### src/core/ssc_pkg.sv
// Purpose: Shared constants and types for the scale setup and serial block
// Assumes: 10 MHz pclk, APB slave with 32-bit data
// Notes:   Step values are small codes; see step_min and step_max
`default_nettype none
package ssc_pkg;
  localparam int unsigned CLK_HZ     = 10_000_000;
  localparam int unsigned BAUD_HZ    = 9600;
  localparam int unsigned BIT_CYC    = (CLK_HZ + BAUD_HZ / 2) / BAUD_HZ;
  localparam int unsigned DATA_BITS  = 7;
  localparam int unsigned STOP_BITS  = 2;
  localparam int unsigned FRAME_BITS = DATA_BITS + STOP_BITS + 2;
  localparam int unsigned NSTEPS     = 21;
  localparam int unsigned VAL_W      = 5;
  localparam int unsigned INIT_WAIT  = 3;

  localparam logic [6:0] CH_CLEAR = 7'h43;
  localparam logic [6:0] CH_TARE  = 7'h54;
  localparam logic [6:0] CH_PRINT = 7'h50;
  localparam logic [6:0] CH_ZERO  = 7'h5A;

  localparam logic [7:0] OFF_STATUS = 8'h00;
  localparam logic [7:0] OFF_TXDATA = 8'h04;
  localparam logic [7:0] OFF_INDEX  = 8'h08;
  localparam logic [7:0] OFF_VALUE  = 8'h0C;

  localparam logic [4:0] STP_GEO     = 5'h01;
  localparam logic [4:0] STP_LOCKOUT = 5'h04;
  localparam logic [1:0] BLK_SCALE   = 2'h0;
  localparam logic [1:0] BLK_LAST    = 2'h2;
  localparam logic [1:0] CH_SAVE     = 2'h0;
  localparam logic [1:0] CH_ABORT    = 2'h1;
  localparam logic [1:0] CH_DEFAULT  = 2'h2;

  typedef enum logic [1:0] {ST_RUN, ST_BLOCK, ST_STEP, ST_SAVE} ssc_state_t;
  typedef struct packed {logic prn; logic zro; logic fnc;} ssc_key_t;
  typedef struct packed {
    logic clear_tare; logic tare; logic print; logic zero;
  } ssc_cmd_t;
  typedef struct packed {
    logic             in_setup;
    logic             view_only;
    logic [1:0]       block;
    logic [4:0]       step;
    logic [VAL_W-1:0] value;
    logic [1:0]       choice;
  } ssc_disp_t;

  // Factory table; ctry0 selects the country code 000 variant
  function automatic logic [VAL_W-1:0] factory_value(
      input logic [4:0] idx, input logic ctry0);
    case (idx)
      5'h00: factory_value = ctry0 ? 5'h01 : 5'h02;
      5'h01: factory_value = 5'h0C;
      5'h04, 5'h05, 5'h06:
             factory_value = ctry0 ? ((idx == 5'h05) ? 5'h02 : 5'h01) : 5'h00;
      5'h07, 5'h0A, 5'h13: factory_value = 5'h01;
      5'h08, 5'h09, 5'h0D: factory_value = ctry0 ? 5'h02 : 5'h01;
      5'h0E: factory_value = 5'h04;
      5'h0F: factory_value = 5'h07;
      5'h10, 5'h11, 5'h12: factory_value = 5'h02;
      default: factory_value = 5'h00;
    endcase
  endfunction

  function automatic logic [VAL_W-1:0] step_min(input logic [4:0] idx);
    case (idx)
      5'h00, 5'h10: step_min = 5'h01;
      5'h0F:        step_min = 5'h07;
      default:      step_min = 5'h00;
    endcase
  endfunction

  function automatic logic [VAL_W-1:0] step_max(input logic [4:0] idx);
    case (idx)
      5'h00: step_max = 5'h03;
      5'h01: step_max = 5'h1F;
      5'h05, 5'h08, 5'h09, 5'h0D, 5'h10, 5'h11, 5'h12: step_max = 5'h02;
      5'h0A, 5'h0B: step_max = 5'h03;
      5'h0E: step_max = 5'h06;
      5'h0F: step_max = 5'h08;
      default: step_max = 5'h01;
    endcase
  endfunction

  function automatic logic [4:0] blk_first(input logic [1:0] b);
    blk_first = (b == 2'h0) ? 5'h00 : ((b == 2'h1) ? 5'h05 : 5'h0E);
  endfunction

  function automatic logic [4:0] blk_end(input logic [1:0] b);
    blk_end = (b == 2'h0) ? 5'h04 : ((b == 2'h1) ? 5'h0D : 5'h14);
  endfunction
endpackage
`default_nettype wire

### src/core/ssc_top.sv
// Purpose: Serial command decoder, keypad setup menu and retained settings
// Assumes: Keys, jumper, strap and rxd are asynchronous and active high
// Notes:   Serial framing is fixed at the factory framing
//
// Chosen here: the APB register port and the address map.
`default_nettype none
module ssc_top #(
  parameter int unsigned BIT_CYCLES = ssc_pkg::BIT_CYC
) (
  input  wire logic             pclk,
  input  wire logic             presetn,
  input  wire logic             psel,
  input  wire logic             penable,
  input  wire logic             pwrite,
  input  wire logic [7:0]       paddr,
  input  wire logic [31:0]      pwdata,
  output logic      [31:0]      prdata,
  output logic                  pready,
  output logic                  pslverr,
  input  wire logic             rxd,
  output logic                  txd,
  input  wire ssc_pkg::ssc_key_t keys,
  input  wire logic             access_jumper,
  input  wire logic             country_zero,
  output ssc_pkg::ssc_cmd_t     cmd,
  output ssc_pkg::ssc_disp_t    disp,
  output logic      [1:0]       zero_range
);
  import ssc_pkg::*;
  localparam int unsigned CW = $clog2(BIT_CYCLES + 1);
  localparam logic [CW-1:0] BIT_END  = CW'(BIT_CYCLES - 1);
  localparam logic [CW-1:0] HALF_END = CW'(BIT_CYCLES / 2 - 1);
  localparam logic [3:0]    RX_LAST  = 4'(FRAME_BITS - 2);
  localparam logic [3:0]    TX_LAST  = 4'(FRAME_BITS - 1);
  // Pin synchronisers; idle reset levels avoid a false key release
  logic [5:0] meta_reg;
  logic [5:0] sync_reg;
  logic [2:0] key_prev_reg;
  always_ff @(posedge pclk or negedge presetn) begin
    if (!presetn) begin
      meta_reg     <= 6'h20;
      sync_reg     <= 6'h20;
      key_prev_reg <= 3'h0;
    end else begin
      meta_reg     <= {rxd, keys, access_jumper, country_zero};
      sync_reg     <= meta_reg;
      key_prev_reg <= sync_reg[4:2];
    end
  end
  wire       rx_s  = sync_reg[5];
  wire [2:0] key_s = sync_reg[4:2];
  wire       jmp_s = sync_reg[1];
  wire       ctry0 = sync_reg[0];
  // Key actions happen on release so a held key acts once
  wire rel_prn = key_prev_reg[2] & ~key_s[2];
  wire rel_zro = key_prev_reg[1] & ~key_s[1];
  wire rel_fnc = key_prev_reg[0] & ~key_s[0];
  // Serial receiver
  logic          rx_busy_reg;
  logic [CW-1:0] rx_cnt_reg;
  logic [3:0]    rx_bit_reg;
  logic [9:0]    rx_sh_reg;
  logic          rx_done_reg;
  logic [6:0]    rx_char_reg;
  wire rx_tick  = rx_busy_reg && (rx_cnt_reg == ((rx_bit_reg == 4'h0) ?
                  HALF_END : BIT_END));
  wire rx_final = rx_tick && (rx_bit_reg == RX_LAST);
  // Frame: start, 7 data, parity, first stop; second stop is idle time
  wire [9:0] rx_frame = {rx_s, rx_sh_reg[9:1]};
  wire rx_good = rx_frame[9] && !rx_frame[0] &&
                 ~^rx_frame[8:1];
  always_ff @(posedge pclk or negedge presetn) begin
    if (!presetn) begin
      rx_busy_reg <= 1'b0;
      rx_cnt_reg  <= '0;
      rx_bit_reg  <= 4'h0;
      rx_sh_reg   <= 10'h000;
      rx_done_reg <= 1'b0;
      rx_char_reg <= 7'h00;
    end else begin
      rx_done_reg <= rx_final && rx_good;
      if (!rx_busy_reg) begin
        rx_busy_reg <= !rx_s;
        rx_cnt_reg  <= '0;
        rx_bit_reg  <= 4'h0;
      end else if (rx_tick) begin
        rx_cnt_reg <= '0;
        rx_sh_reg  <= rx_frame;
        rx_bit_reg <= rx_bit_reg + 4'h1;
        if (rx_final) begin
          rx_busy_reg <= 1'b0;
          if (rx_good) begin
            rx_char_reg <= rx_frame[7:1];
          end
        end
      end else begin
        rx_cnt_reg <= rx_cnt_reg + CW'(1);
      end
    end
  end
  // Commands; anything else falls through with no effect
  wire [6:0] rc = rx_char_reg;
  always_ff @(posedge pclk or negedge presetn) begin
    if (!presetn) begin
      cmd <= '0;
    end else begin
      cmd.clear_tare <= rx_done_reg && (rc == CH_CLEAR);
      cmd.tare       <= rx_done_reg && (rc == CH_TARE);
      cmd.print      <= rx_done_reg && (rc == CH_PRINT);
      cmd.zero       <= rx_done_reg && (rc == CH_ZERO);
    end
  end
  // Transmitter fed by the TX data register
  logic [10:0]   tx_sh_reg;
  logic [3:0]    tx_bit_reg;
  logic [CW-1:0] tx_cnt_reg;
  logic          tx_busy_reg;
  wire apb_wr = psel && penable && pready && pwrite;
  wire tx_go  = apb_wr && (paddr == OFF_TXDATA) && !tx_busy_reg;
  wire [6:0] tx_d = pwdata[6:0];
  wire tx_tick = tx_busy_reg && (tx_cnt_reg == BIT_END);
  always_ff @(posedge pclk or negedge presetn) begin
    if (!presetn) begin
      tx_sh_reg   <= 11'h7FF;
      tx_bit_reg  <= 4'h0;
      tx_cnt_reg  <= '0;
      tx_busy_reg <= 1'b0;
      txd         <= 1'b1;
    end else if (tx_go) begin
      tx_sh_reg   <= {2'b11, ^tx_d, tx_d, 1'b0};
      tx_bit_reg  <= 4'h0;
      tx_cnt_reg  <= '0;
      tx_busy_reg <= 1'b1;
    end else if (tx_tick) begin
      tx_cnt_reg  <= '0;
      tx_bit_reg  <= tx_bit_reg + 4'h1;
      tx_sh_reg   <= {1'b1, tx_sh_reg[10:1]};
      tx_busy_reg <= (tx_bit_reg != TX_LAST);
    end else if (tx_busy_reg) begin
      tx_cnt_reg <= tx_cnt_reg + CW'(1);
      txd        <= tx_sh_reg[0];
    end else begin
      txd <= 1'b1;
    end
  end
  // Setup menu
  ssc_state_t       st_reg;
  logic [1:0]       blk_reg;
  logic [4:0]       stp_reg;
  logic [1:0]       choice_reg;
  logic             combo_reg;
  logic             view_reg;
  logic [1:0]       init_reg;
  logic [VAL_W-1:0] cfg_reg  [NSTEPS];
  logic [VAL_W-1:0] edit_reg [NSTEPS];
  wire lock_open  = cfg_reg[STP_LOCKOUT] == 5'h01;
  wire may_enter  = jmp_s || lock_open;
  wire enter      = (st_reg == ST_RUN) && combo_reg && !key_s[2] &&
                    !key_s[1] && may_enter;
  wire [VAL_W-1:0] cur_val = edit_reg[stp_reg];
  wire [VAL_W-1:0] nxt_val = (cur_val >= step_max(stp_reg)) ?
                             step_min(stp_reg) : cur_val + 5'h01;
  wire bump = (st_reg == ST_STEP) && rel_fnc &&
              !(view_reg && blk_reg == BLK_SCALE);
  wire apply = (st_reg == ST_SAVE) && rel_prn;
  wire load_fac = init_reg == 2'(INIT_WAIT - 1);

  always_ff @(posedge pclk or negedge presetn) begin
    if (!presetn) begin
      init_reg  <= 2'h0;
      combo_reg <= 1'b0;
    end else begin
      if (init_reg != 2'(INIT_WAIT)) begin
        init_reg <= init_reg + 2'h1;
      end
      if (st_reg != ST_RUN || (!key_s[2] && !key_s[1])) begin
        combo_reg <= 1'b0;
      end else if (key_s[2] && key_s[1]) begin
        combo_reg <= 1'b1;
      end
    end
  end

  always_ff @(posedge pclk or negedge presetn) begin
    if (!presetn) begin
      st_reg     <= ST_RUN;
      blk_reg    <= 2'h0;
      stp_reg    <= 5'h00;
      choice_reg <= CH_SAVE;
      view_reg   <= 1'b0;
    end else begin
      unique case (st_reg)
        ST_RUN: if (enter) begin
          st_reg   <= ST_BLOCK;
          blk_reg  <= 2'h0;
          view_reg <= !jmp_s;
        end
        ST_BLOCK: if (rel_prn) begin
          st_reg  <= ST_STEP;
          stp_reg <= blk_first(blk_reg);
        end else if (rel_fnc) begin
          if (blk_reg == BLK_LAST) begin
            st_reg     <= ST_SAVE;
            choice_reg <= CH_SAVE;
          end else begin
            blk_reg <= blk_reg + 2'h1;
          end
        end else if (rel_zro && blk_reg != 2'h0) begin
          blk_reg <= blk_reg - 2'h1;
        end
        ST_STEP: if (rel_prn) begin
          if (stp_reg != blk_end(blk_reg)) begin
            stp_reg <= stp_reg + 5'h01;
          end else if (blk_reg == BLK_LAST) begin
            st_reg     <= ST_SAVE;
            choice_reg <= CH_SAVE;
          end else begin
            st_reg  <= ST_BLOCK;
            blk_reg <= blk_reg + 2'h1;
          end
        end
        ST_SAVE: if (rel_prn) begin
          st_reg <= ST_RUN;
        end else if (rel_fnc) begin
          choice_reg <= (choice_reg == CH_DEFAULT) ? CH_SAVE :
                        choice_reg + 2'h1;
        end
      endcase
    end
  end
  // Retained and session copies, one entry per step
  for (genvar i = 0; i < NSTEPS; i++) begin : g_step
    localparam logic [4:0] IDX = 5'(i);
    // Calibration units and gravity are not reset by a default
    localparam bit KEEP = (i == 0) || (IDX == STP_GEO);
    always_ff @(posedge pclk or negedge presetn) begin
      if (!presetn) begin
        cfg_reg[i] <= factory_value(IDX, 1'b0);
      end else if (load_fac) begin
        cfg_reg[i] <= factory_value(IDX, ctry0);
      end else if (apply && choice_reg == CH_SAVE) begin
        cfg_reg[i] <= edit_reg[i];
      end else if (apply && choice_reg == CH_DEFAULT && !KEEP) begin
        cfg_reg[i] <= factory_value(IDX, ctry0);
      end
    end
    always_ff @(posedge pclk or negedge presetn) begin
      if (!presetn) begin
        edit_reg[i] <= '0;
      end else if (enter) begin
        edit_reg[i] <= cfg_reg[i];
      end else if (bump && stp_reg == IDX) begin
        edit_reg[i] <= nxt_val;
      end
    end
  end

  always_ff @(posedge pclk or negedge presetn) begin
    if (!presetn) begin
      disp       <= '0;
      zero_range <= 2'h1;
    end else begin
      disp.in_setup  <= st_reg != ST_RUN;
      disp.view_only <= view_reg && st_reg != ST_RUN;
      disp.block     <= blk_reg;
      disp.step      <= stp_reg;
      disp.value     <= (st_reg == ST_STEP) ? cur_val : '0;
      disp.choice    <= choice_reg;
      zero_range     <= cfg_reg[5'h08][1:0];
    end
  end
  // APB slave: answer one cycle after setup, no wait states
  logic [4:0] index_reg;
  wire apb_setup = psel && !penable;
  wire hit = (paddr == OFF_STATUS) || (paddr == OFF_TXDATA) ||
             (paddr == OFF_INDEX) || (paddr == OFF_VALUE);
  wire [4:0] idx_clip = (index_reg < 5'(NSTEPS)) ? index_reg : 5'h00;
  wire [31:0] rd_mux =
    (paddr == OFF_STATUS) ? {24'h0, jmp_s, st_reg, rx_char_reg[4:0]
                             == 5'h00, 1'b0, tx_busy_reg, rx_busy_reg,
                             disp.in_setup} :
    (paddr == OFF_TXDATA) ? {24'h0, 1'b0, rx_char_reg} :
    (paddr == OFF_INDEX)  ? {27'h0, index_reg} :
    (paddr == OFF_VALUE)  ? {27'h0, cfg_reg[idx_clip]} : 32'h0;
  always_ff @(posedge pclk or negedge presetn) begin
    if (!presetn) begin
      pready    <= 1'b0;
      pslverr   <= 1'b0;
      prdata    <= 32'h0;
      index_reg <= 5'h00;
    end else begin
      pready  <= apb_setup;
      pslverr <= apb_setup && !hit;
      prdata  <= (apb_setup && !pwrite) ? rd_mux : 32'h0;
      if (apb_wr && paddr == OFF_INDEX) begin
        index_reg <= pwdata[4:0];
      end
    end
  end
endmodule
`default_nettype wire

### config.mk
export PLATFORM = sky130hd
export DESIGN_NAME = ssc_top
export DESIGN_NICKNAME = d
export VERILOG_FILES = /design/src/core/ssc_pkg.sv /design/src/core/ssc_top.sv
export SDC_FILE = /design/constraint.sdc
export NUM_CORES = 1
export LEC_CHECK = 0
export BUFFER_PORTS_ARGS = -buffer_cell sky130_fd_sc_hd__buf_4
export CAP_MARGIN = 20
export CORE_UTILIZATION = 55
export CTS_BUF_LIST = sky130_fd_sc_hd__clkbuf_4
export CTS_CLUSTER_DIAMETER = 80
export DETAILED_ROUTE_END_ITERATION = 16
export PLACE_DENSITY_LB_ADDON = 0.12
export SYNTH_ARGS = -nofsm -noshare
export SYNTH_HDL_FRONTEND = slang
export SYNTH_SLANG_ARGS = --single-unit
### constraint.sdc
create_clock -name pclk -period 5.8 [get_ports pclk]
set_clock_uncertainty 0.15 [all_clocks]
set_input_delay 0.29 -clock pclk [delete_from_list [all_inputs] [get_ports pclk]]
set_output_delay 0.29 -clock pclk [all_outputs]
set_load 0.005 [all_outputs]
==> flow_metrics.py, run 1 <==
metrics = {
    "cts": {
        "clkTransAtPathRegs_ns": 0.07,
        "cts_tree": "built",
        "cts_setup_buffers": 0,
        "cts_resized": 0,
        "clockRootBuffer": "clkbuf_4",
        "clockBufferDepth": 3,
        "htree_levels": 3,
        "cts_buffers": 91,
        "numClockSinks": 336,
        "clk_latency_ns": 0.78,
    },
    "detailed_routing": {
        "drcViolationCount": 0,
        "dr.pass1.iters": 5,
        "via_per_inst": 6.34,
        "dr_total_vias": 13960,
        "routedWlPerCell_microns": 22.2,
        "wl_microns": 49000,
        "ant_nets": 0,
        "drtIter0Drc": 1258,
    },
    "final_layout": {
        "fin_nets": 1808,
        "register_area_sq_mm": 0.00845,
        "fin_util_pct": 62.4,
        "layout-drive-gt1-share_pct": 19.6,
        "fillerInstances": 2529,
        "areaGrowthSynthToFinish_pct": 11.9,
        "multi_input_area_sq_mm": 0.00783,
        "final_cell_mix": "dfrtp_1, a21oi_1, clkbuf_4, nor2_1, nand2_1",
        "layout_commonest_cell": "dfrtp_1",
        "final_cells": 2201,
    },
    "logic_synthesis": {
        "synth_cell_types": 82,
        "synthFlopType": "dfrtp_1",
        "ys_seq_area_share_pct": 49.6,
        "ys_async_sr_fraction_pct": 100,
        "synth_area_leaders": "dfrtp_1, dfstp_2, a21oi_1, a22o_1, nor2_1",
        "synth_area_sq_mm": 0.0170,
        "postSynthCellCount": 1628,
        "ys_seq_elements": 336,
        "synth_edf_count": 0,
        "syn_area_per_cell_sq_um": 10.5,
        "synth.top_cell.area_share_pct": 45.1,
        "yosys_warnings": 0,
        "synth_top_area_cell": "dfrtp_1",
    },
    "floorplanning": {
        "core_area_sq_mm": 0.0305,
        "pin_count": 108,
        "dieArea_sq_mm": 0.0316,
        "rows": 64,
        "initial_utilization_pct": 55.8,
        "die_width_microns": 178,
        "die_h_microns": 178,
    },
    "pwr": {
        "vdd_drop_max_uv": 422,
        "cellLeakagePower_nw": 8.62,
        "power_density_mw_per_mm2": 430,
        "total_power_mw": 8.18,
    },
    "placement": {
        "dpl.hpwl_microns": 31100,
        "gp_congestion": 0.903,
        "place_inst": 2001,
        "port-buffer-count": 58,
    },
    "timing": {
        "tightestPinTransition_ns": 1.12,
        "rsz0062_at_grt": "false",
        "slew_violations": 0,
        "hold-worst-slack_ns": 0.0145,
        "fin_tns_setup_ns": 0,
        "max_freq_mhz": 207,
        "setup_viol": 0,
        "hold_viol_final": 0,
        "relSlewSlack_pct": 24.5,
        "timing.final.crit_period_ns": 4.83,
        "min_period_over_period_pct": 83.2,
    },
    "run": {
        "drv_cap": 0,
    },
    "worst_setup_path": {
        "cp-start-kind": "flop",
        "startpoint": "stp_reg[2]",
        "endpoint": "edit_reg[11]",
        "critPathTopFamily": "buffers and inverters",
        "slowest_stage": "dfrtp_1",
        "cp_data_arrival_time_ns": 5.27,
        "reg2reg_to": "edit_reg[11]",
        "required_ns": 6.24,
        "r2r_start": "stp_reg[2]",
        "cp-end-kind": "flop",
        "path_class": "reg -> reg",
        "rr_worst_depth": 13,
        "r2r_setup_slack_ns": 0.97,
        "cpPeakStageDelay_ns": 1.02,
        "path_buf_inv": 3,
        "crit_chain": "clkinv_1, nor2_1, a22oi_1, a21oi_1, ha_1, nand2_1, o21ai_1, buf_4, mux2i_1, buf_4, nor2_1, a21oi_1, o21ai_0",
        "crit_path_max_fanout": 24,
        "cp.depth": 13,
    },
    "hold_path": {
        "hold_class": "in -> async",
    },
    "global_route": {
        "grt_pass1_wl_microns": 76200,
        "grt_pass1_vias": 13337,
        "grt_overflow": 0,
        "grt_antenna_before_repair": 1,
        "grt_usage_pct": 31.6,
        "grt_max_degree": 120,
    },
    "outcome": {
        "status": "completed",
    },
}
==> final cells by class <==
| class | count | share of cell area, % |
|---|---|---|
| Multi-Input combinational cell | 1155 | 41.1 |
| Sequential cell | 336 | 44.4 |
| Antenna cell | 2 | 0.0263 |
| Inverter | 24 | 0.473 |
| Timing Repair Buffer | 117 | 5.19 |
| Tap cell | 396 | 2.60 |
| Clock inverter | 32 | 0.736 |
| Clock buffer | 139 | 5.48 |
==> stage by stage <==
| step | setup WS, ns | instance area, sq um |
|---|---|---|
| 2_1_floorplan | 2.17 | 17100 |
| 3_3_place_gp | 1.19 | 17600 |
| 3_5_place_dp | 1.07 | 17600 |
| 4_1_cts | 1.05 | 19000 |
| 5_1_grt | 0.751 | 19000 |
| 6_report | 0.972 | 19000 |
==> worst min path at each step <==
stage / slack [ns] / startpoint / depth (start not counted) / end
finish: 0.01 / presetn / 2 / edit_reg[85]
global route: 0.01 / keys[0] / 2 / meta_reg[2]
CTS: 0.002 / presetn / 2 / cfg_reg[96]
detailed placement: 0.19 / meta_reg[1] / 0 / sync_reg[1]
global placement: 0.18 / meta_reg[4] / 0 / sync_reg[4]
floorplan: -0.16 / presetn / 0 / blk_reg[0]
==> synthesized netlist by cell type (29+ instances only) <==
cell      number
and3_1        48
a22o_1        78
dfrtp_1      307
nor2_1       119
o21ai_0       73
dfstp_2       29
a21oi_1      141
mux2_2        31
nand2_1      113
nand3_1       66
mux2i_1       40
clkbuf_1      72
ha_1          32
==> routing by layer <==
layer	part of all wire, %	global-route usage, %	wire (microns)
met1	43	45.3	21000
met2	44	45.8	21500
met3	9.0	6.49	4400
met4	4.2	15.0	2070
met5	0	0	0
==> report_power, final <==
group          total (mW)  switching (mW)  internal [mW]
sequential           3.29           0.484           2.81
clock                2.14            1.04           1.10
combinational        2.75            1.75          0.995
total                8.18            3.28           4.90
==> kinds of logic (layout without fill, tap and decap cells) <==
logic type      Yosys count  in the layout  synth area share [%]
simple gates            470            470                  13.7
other cells               1             26                0.0220
buf+inv                 160            312                  5.10
xor+xnor                 37             37                  1.95
flops                   336            336                  49.6
mux                      92             92                  7.34
fa+ha+maj                32             32                  2.35
compound gates          500            500                  20.0
==> worst register-to-register path, cell delays in order, from the launching register on <==
cell and delay, ns:
dfrtp_1 1.02, clkinv_1 0.69, nor2_1 0.33, a22oi_1 0.18, a21oi_1 0.44, ha_1 0.20, nand2_1 0.04, o21ai_1 0.48
buf_4 0.34, mux2i_1 0.22, buf_4 0.31, nor2_1 0.08, a21oi_1 0.12, o21ai_0 0.10
==> timing repair <==
action / CTS / global route
endpoints found under the setup margin: 0 / 0
hold endpoints to repair: 115 / 0
hold buffers: 26 / 0
Power figures use the tool's default switching activity.
==> inputs of run 2 (changes only) <==
clock period = 4.6 ns   (was 5.8 ns; I/O delays follow)
==> run 2 against run 1 <==
  * The flow now finishes with violations (hold timing)
  * Final area up 1.8%
  * Fmax up 19%
  * Worst hold slack worse by 0.018 ns
  * Die area unchanged
  * Setup slack worse by 0.44 ns
  * Register-to-register slack worse by 0.44 ns
  * Critical path depth up 1
  * Core utilization up 1.1 points
  * Critical endpoint is now edit_reg[91]
==> flow_metrics.py, run 2 (synthesis gave the netlist of run 1 again) <==
metrics = {
    "outcome": {
        "status": "finished, violations left",
        "violations": "hold timing",
    },
    "final_layout": {
        "final_cell_mix": "dfrtp_1, clkbuf_4, a21oi_1, nor2_1, nand2_1",
        "areaGrowthSynthToFinish_pct": 13.9,
        "layout-drive-gt1-share_pct": 20.7,
        "fillerInstances": 2518,
        "fin_nets": 1839,
        "layout_commonest_cell": "dfrtp_1",
        "final_cells": 2227,
    },
    "placement": {
        "gp_congestion": 0.918,
        "place_inst": 2023,
        "dpl.hpwl_microns": 31400,
        "port-buffer-count": 58,
    },
    "worst_setup_path": {
        "required_ns": 5.10,
        "r2r_start": "stp_reg[0]",
        "cp-end-kind": "flop",
        "cp-start-kind": "flop",
        "startpoint": "stp_reg[0]",
        "crit_path_max_fanout": 20,
        "slowest_stage": "dfrtp_2",
        "crit_chain": "buf_12, nor4b_2, a21oi_1, o221ai_1, nand2_1, ha_1, nand2b_1, a31oi_1, o21ai_1, mux2i_1, buf_4, nor2_1, a21oi_1, o21ai_0",
        "cpMostUsedCell": "a21oi_1",
        "cp_data_arrival_time_ns": 4.57,
        "path_class": "reg -> reg",
        "cpPeakStageDelay_ns": 0.65,
    },
    "run": {
        "drv_cap": 0,
    },
    "hold_path": {
        "hold_class": "in -> async",
    },
    "timing": {
        "relSlewSlack_pct": 26.6,
        "max_freq_mhz": 246,
        "hold-worst-slack_ns": -0.00388,
        "slew_violations": 0,
        "hold_viol_final": 1,
        "min_period_over_period_pct": 88.4,
        "tightestPinTransition_ns": 1.09,
        "timing.final.crit_period_ns": 4.07,
        "rsz0062_at_grt": "false",
        "setup_viol": 0,
        "fin_tns_setup_ns": 0,
    },
    "global_route": {
        "grt_max_degree": 132,
        "grt_pass1_vias": 13346,
        "grt_usage_pct": 31.7,
        "grt_overflow": 0,
        "grt_antenna_before_repair": 2,
        "grt_pass1_wl_microns": 76200,
    },
    "detailed_routing": {
        "drtIter0Drc": 1284,
        "ant_nets": 0,
        "via_per_inst": 6.27,
        "dr.pass1.iters": 5,
        "routedWlPerCell_microns": 21.9,
        "drcViolationCount": 0,
        "dr_total_vias": 13969,
        "wl_microns": 48900,
    },
    "cts": {
        "cts_buffers": 90,
        "clk_latency_ns": 0.79,
        "clockRootBuffer": "clkbuf_4",
        "cts_setup_buffers": 0,
        "cts_tree": "built",
        "htree_levels": 3,
        "clkTransAtPathRegs_ns": 0.07,
        "clockBufferDepth": 3,
        "numClockSinks": 336,
    },
    "pwr": {
        "vdd_drop_max_uv": 607,
        "cellLeakagePower_nw": 8.79,
        "total_power_mw": 10.6,
        "power_density_mw_per_mm2": 547,
    },
    "floorplanning": {
        "die_width_microns": 178,
        "core_area_sq_mm": 0.0305,
        "dieArea_sq_mm": 0.0316,
        "die_h_microns": 178,
        "pin_count": 108,
        "rows": 64,
        "initial_utilization_pct": 55.8,
    },
}
-- run 2: timing repair --
item,4_1_cts,5_1_grt
hold buffers,37,0
endpoints found under the hold margin,165,0
gates resized for setup,0,0
-- run 2: worst paths after layout --
check / slack, ns / endpoint / cells past startpoint
worst max-delay path: 0.53 / edit_reg[91] / 14
worst min-delay path: -0.004 / cfg_reg[47] / 2
worst max register to register: 0.53 / edit_reg[91] / 14
worst min register to register: 0.18 / sync_reg[0] / 0
max in group asynchronous: 3.12 / rx_cnt_reg[6] / 3
min in group pclk: 0.07 / prdata[5] / 5
-- run 2: per-layer routing --
layer  wire length [microns]  vias up  track usage [%]
met5                       0        -                0
met4                    1360        0             12.4
met3                    3960      105             7.35
met2                   22200      652             46.8
met1                   21400     6920             45.2
li1                        -     6292                -
-- run 2: power by group --
group | switching, mW | internal (mW) | total, mW
sequential | 0.557 | 3.54 | 4.10
clock | 1.28 | 1.50 | 2.78
combinational | 2.28 | 1.45 | 3.73
total | 4.12 | 6.49 | 10.6
-- run 2: final cells by class --
cell class	instances	area [sq um]	area share (%)
tap	396	495	2.56
timing repair buffer	149	1310	6.74
clock buffer	148	1110	5.73
multi-input combinational	1155	7830	40.4
antenna	2	5.00	0.0258
sequential	336	8450	43.6
clock inverter	17	97.6	0.504
inverter	24	90.1	0.465
-- run 2: stage by stage --
stage | cell area, sq um | util (%) | setup WS [ns]
floorplan | 17100 | - | 0.971
global placement | 17800 | 58.3 | 0.631
detailed placement | 17800 | 58.3 | 0.606
CTS | 19400 | 63.5 | 0.604
global route | 19400 | 63.5 | 0.351
finish | 19400 | 63.5 | 0.534
-- run 2: worst max-delay path: cells and delay by family (launching register included) --
family	cells	cell delay [ns]
AND/OR/NAND/NOR	4	0.98
adder cells (fa/ha/maj)	1	0.34
multiplexers	1	0.37
buffers and inverters	2	0.60
AO/OA/AOI/OAI	6	0.87
flip-flops	1	0.65
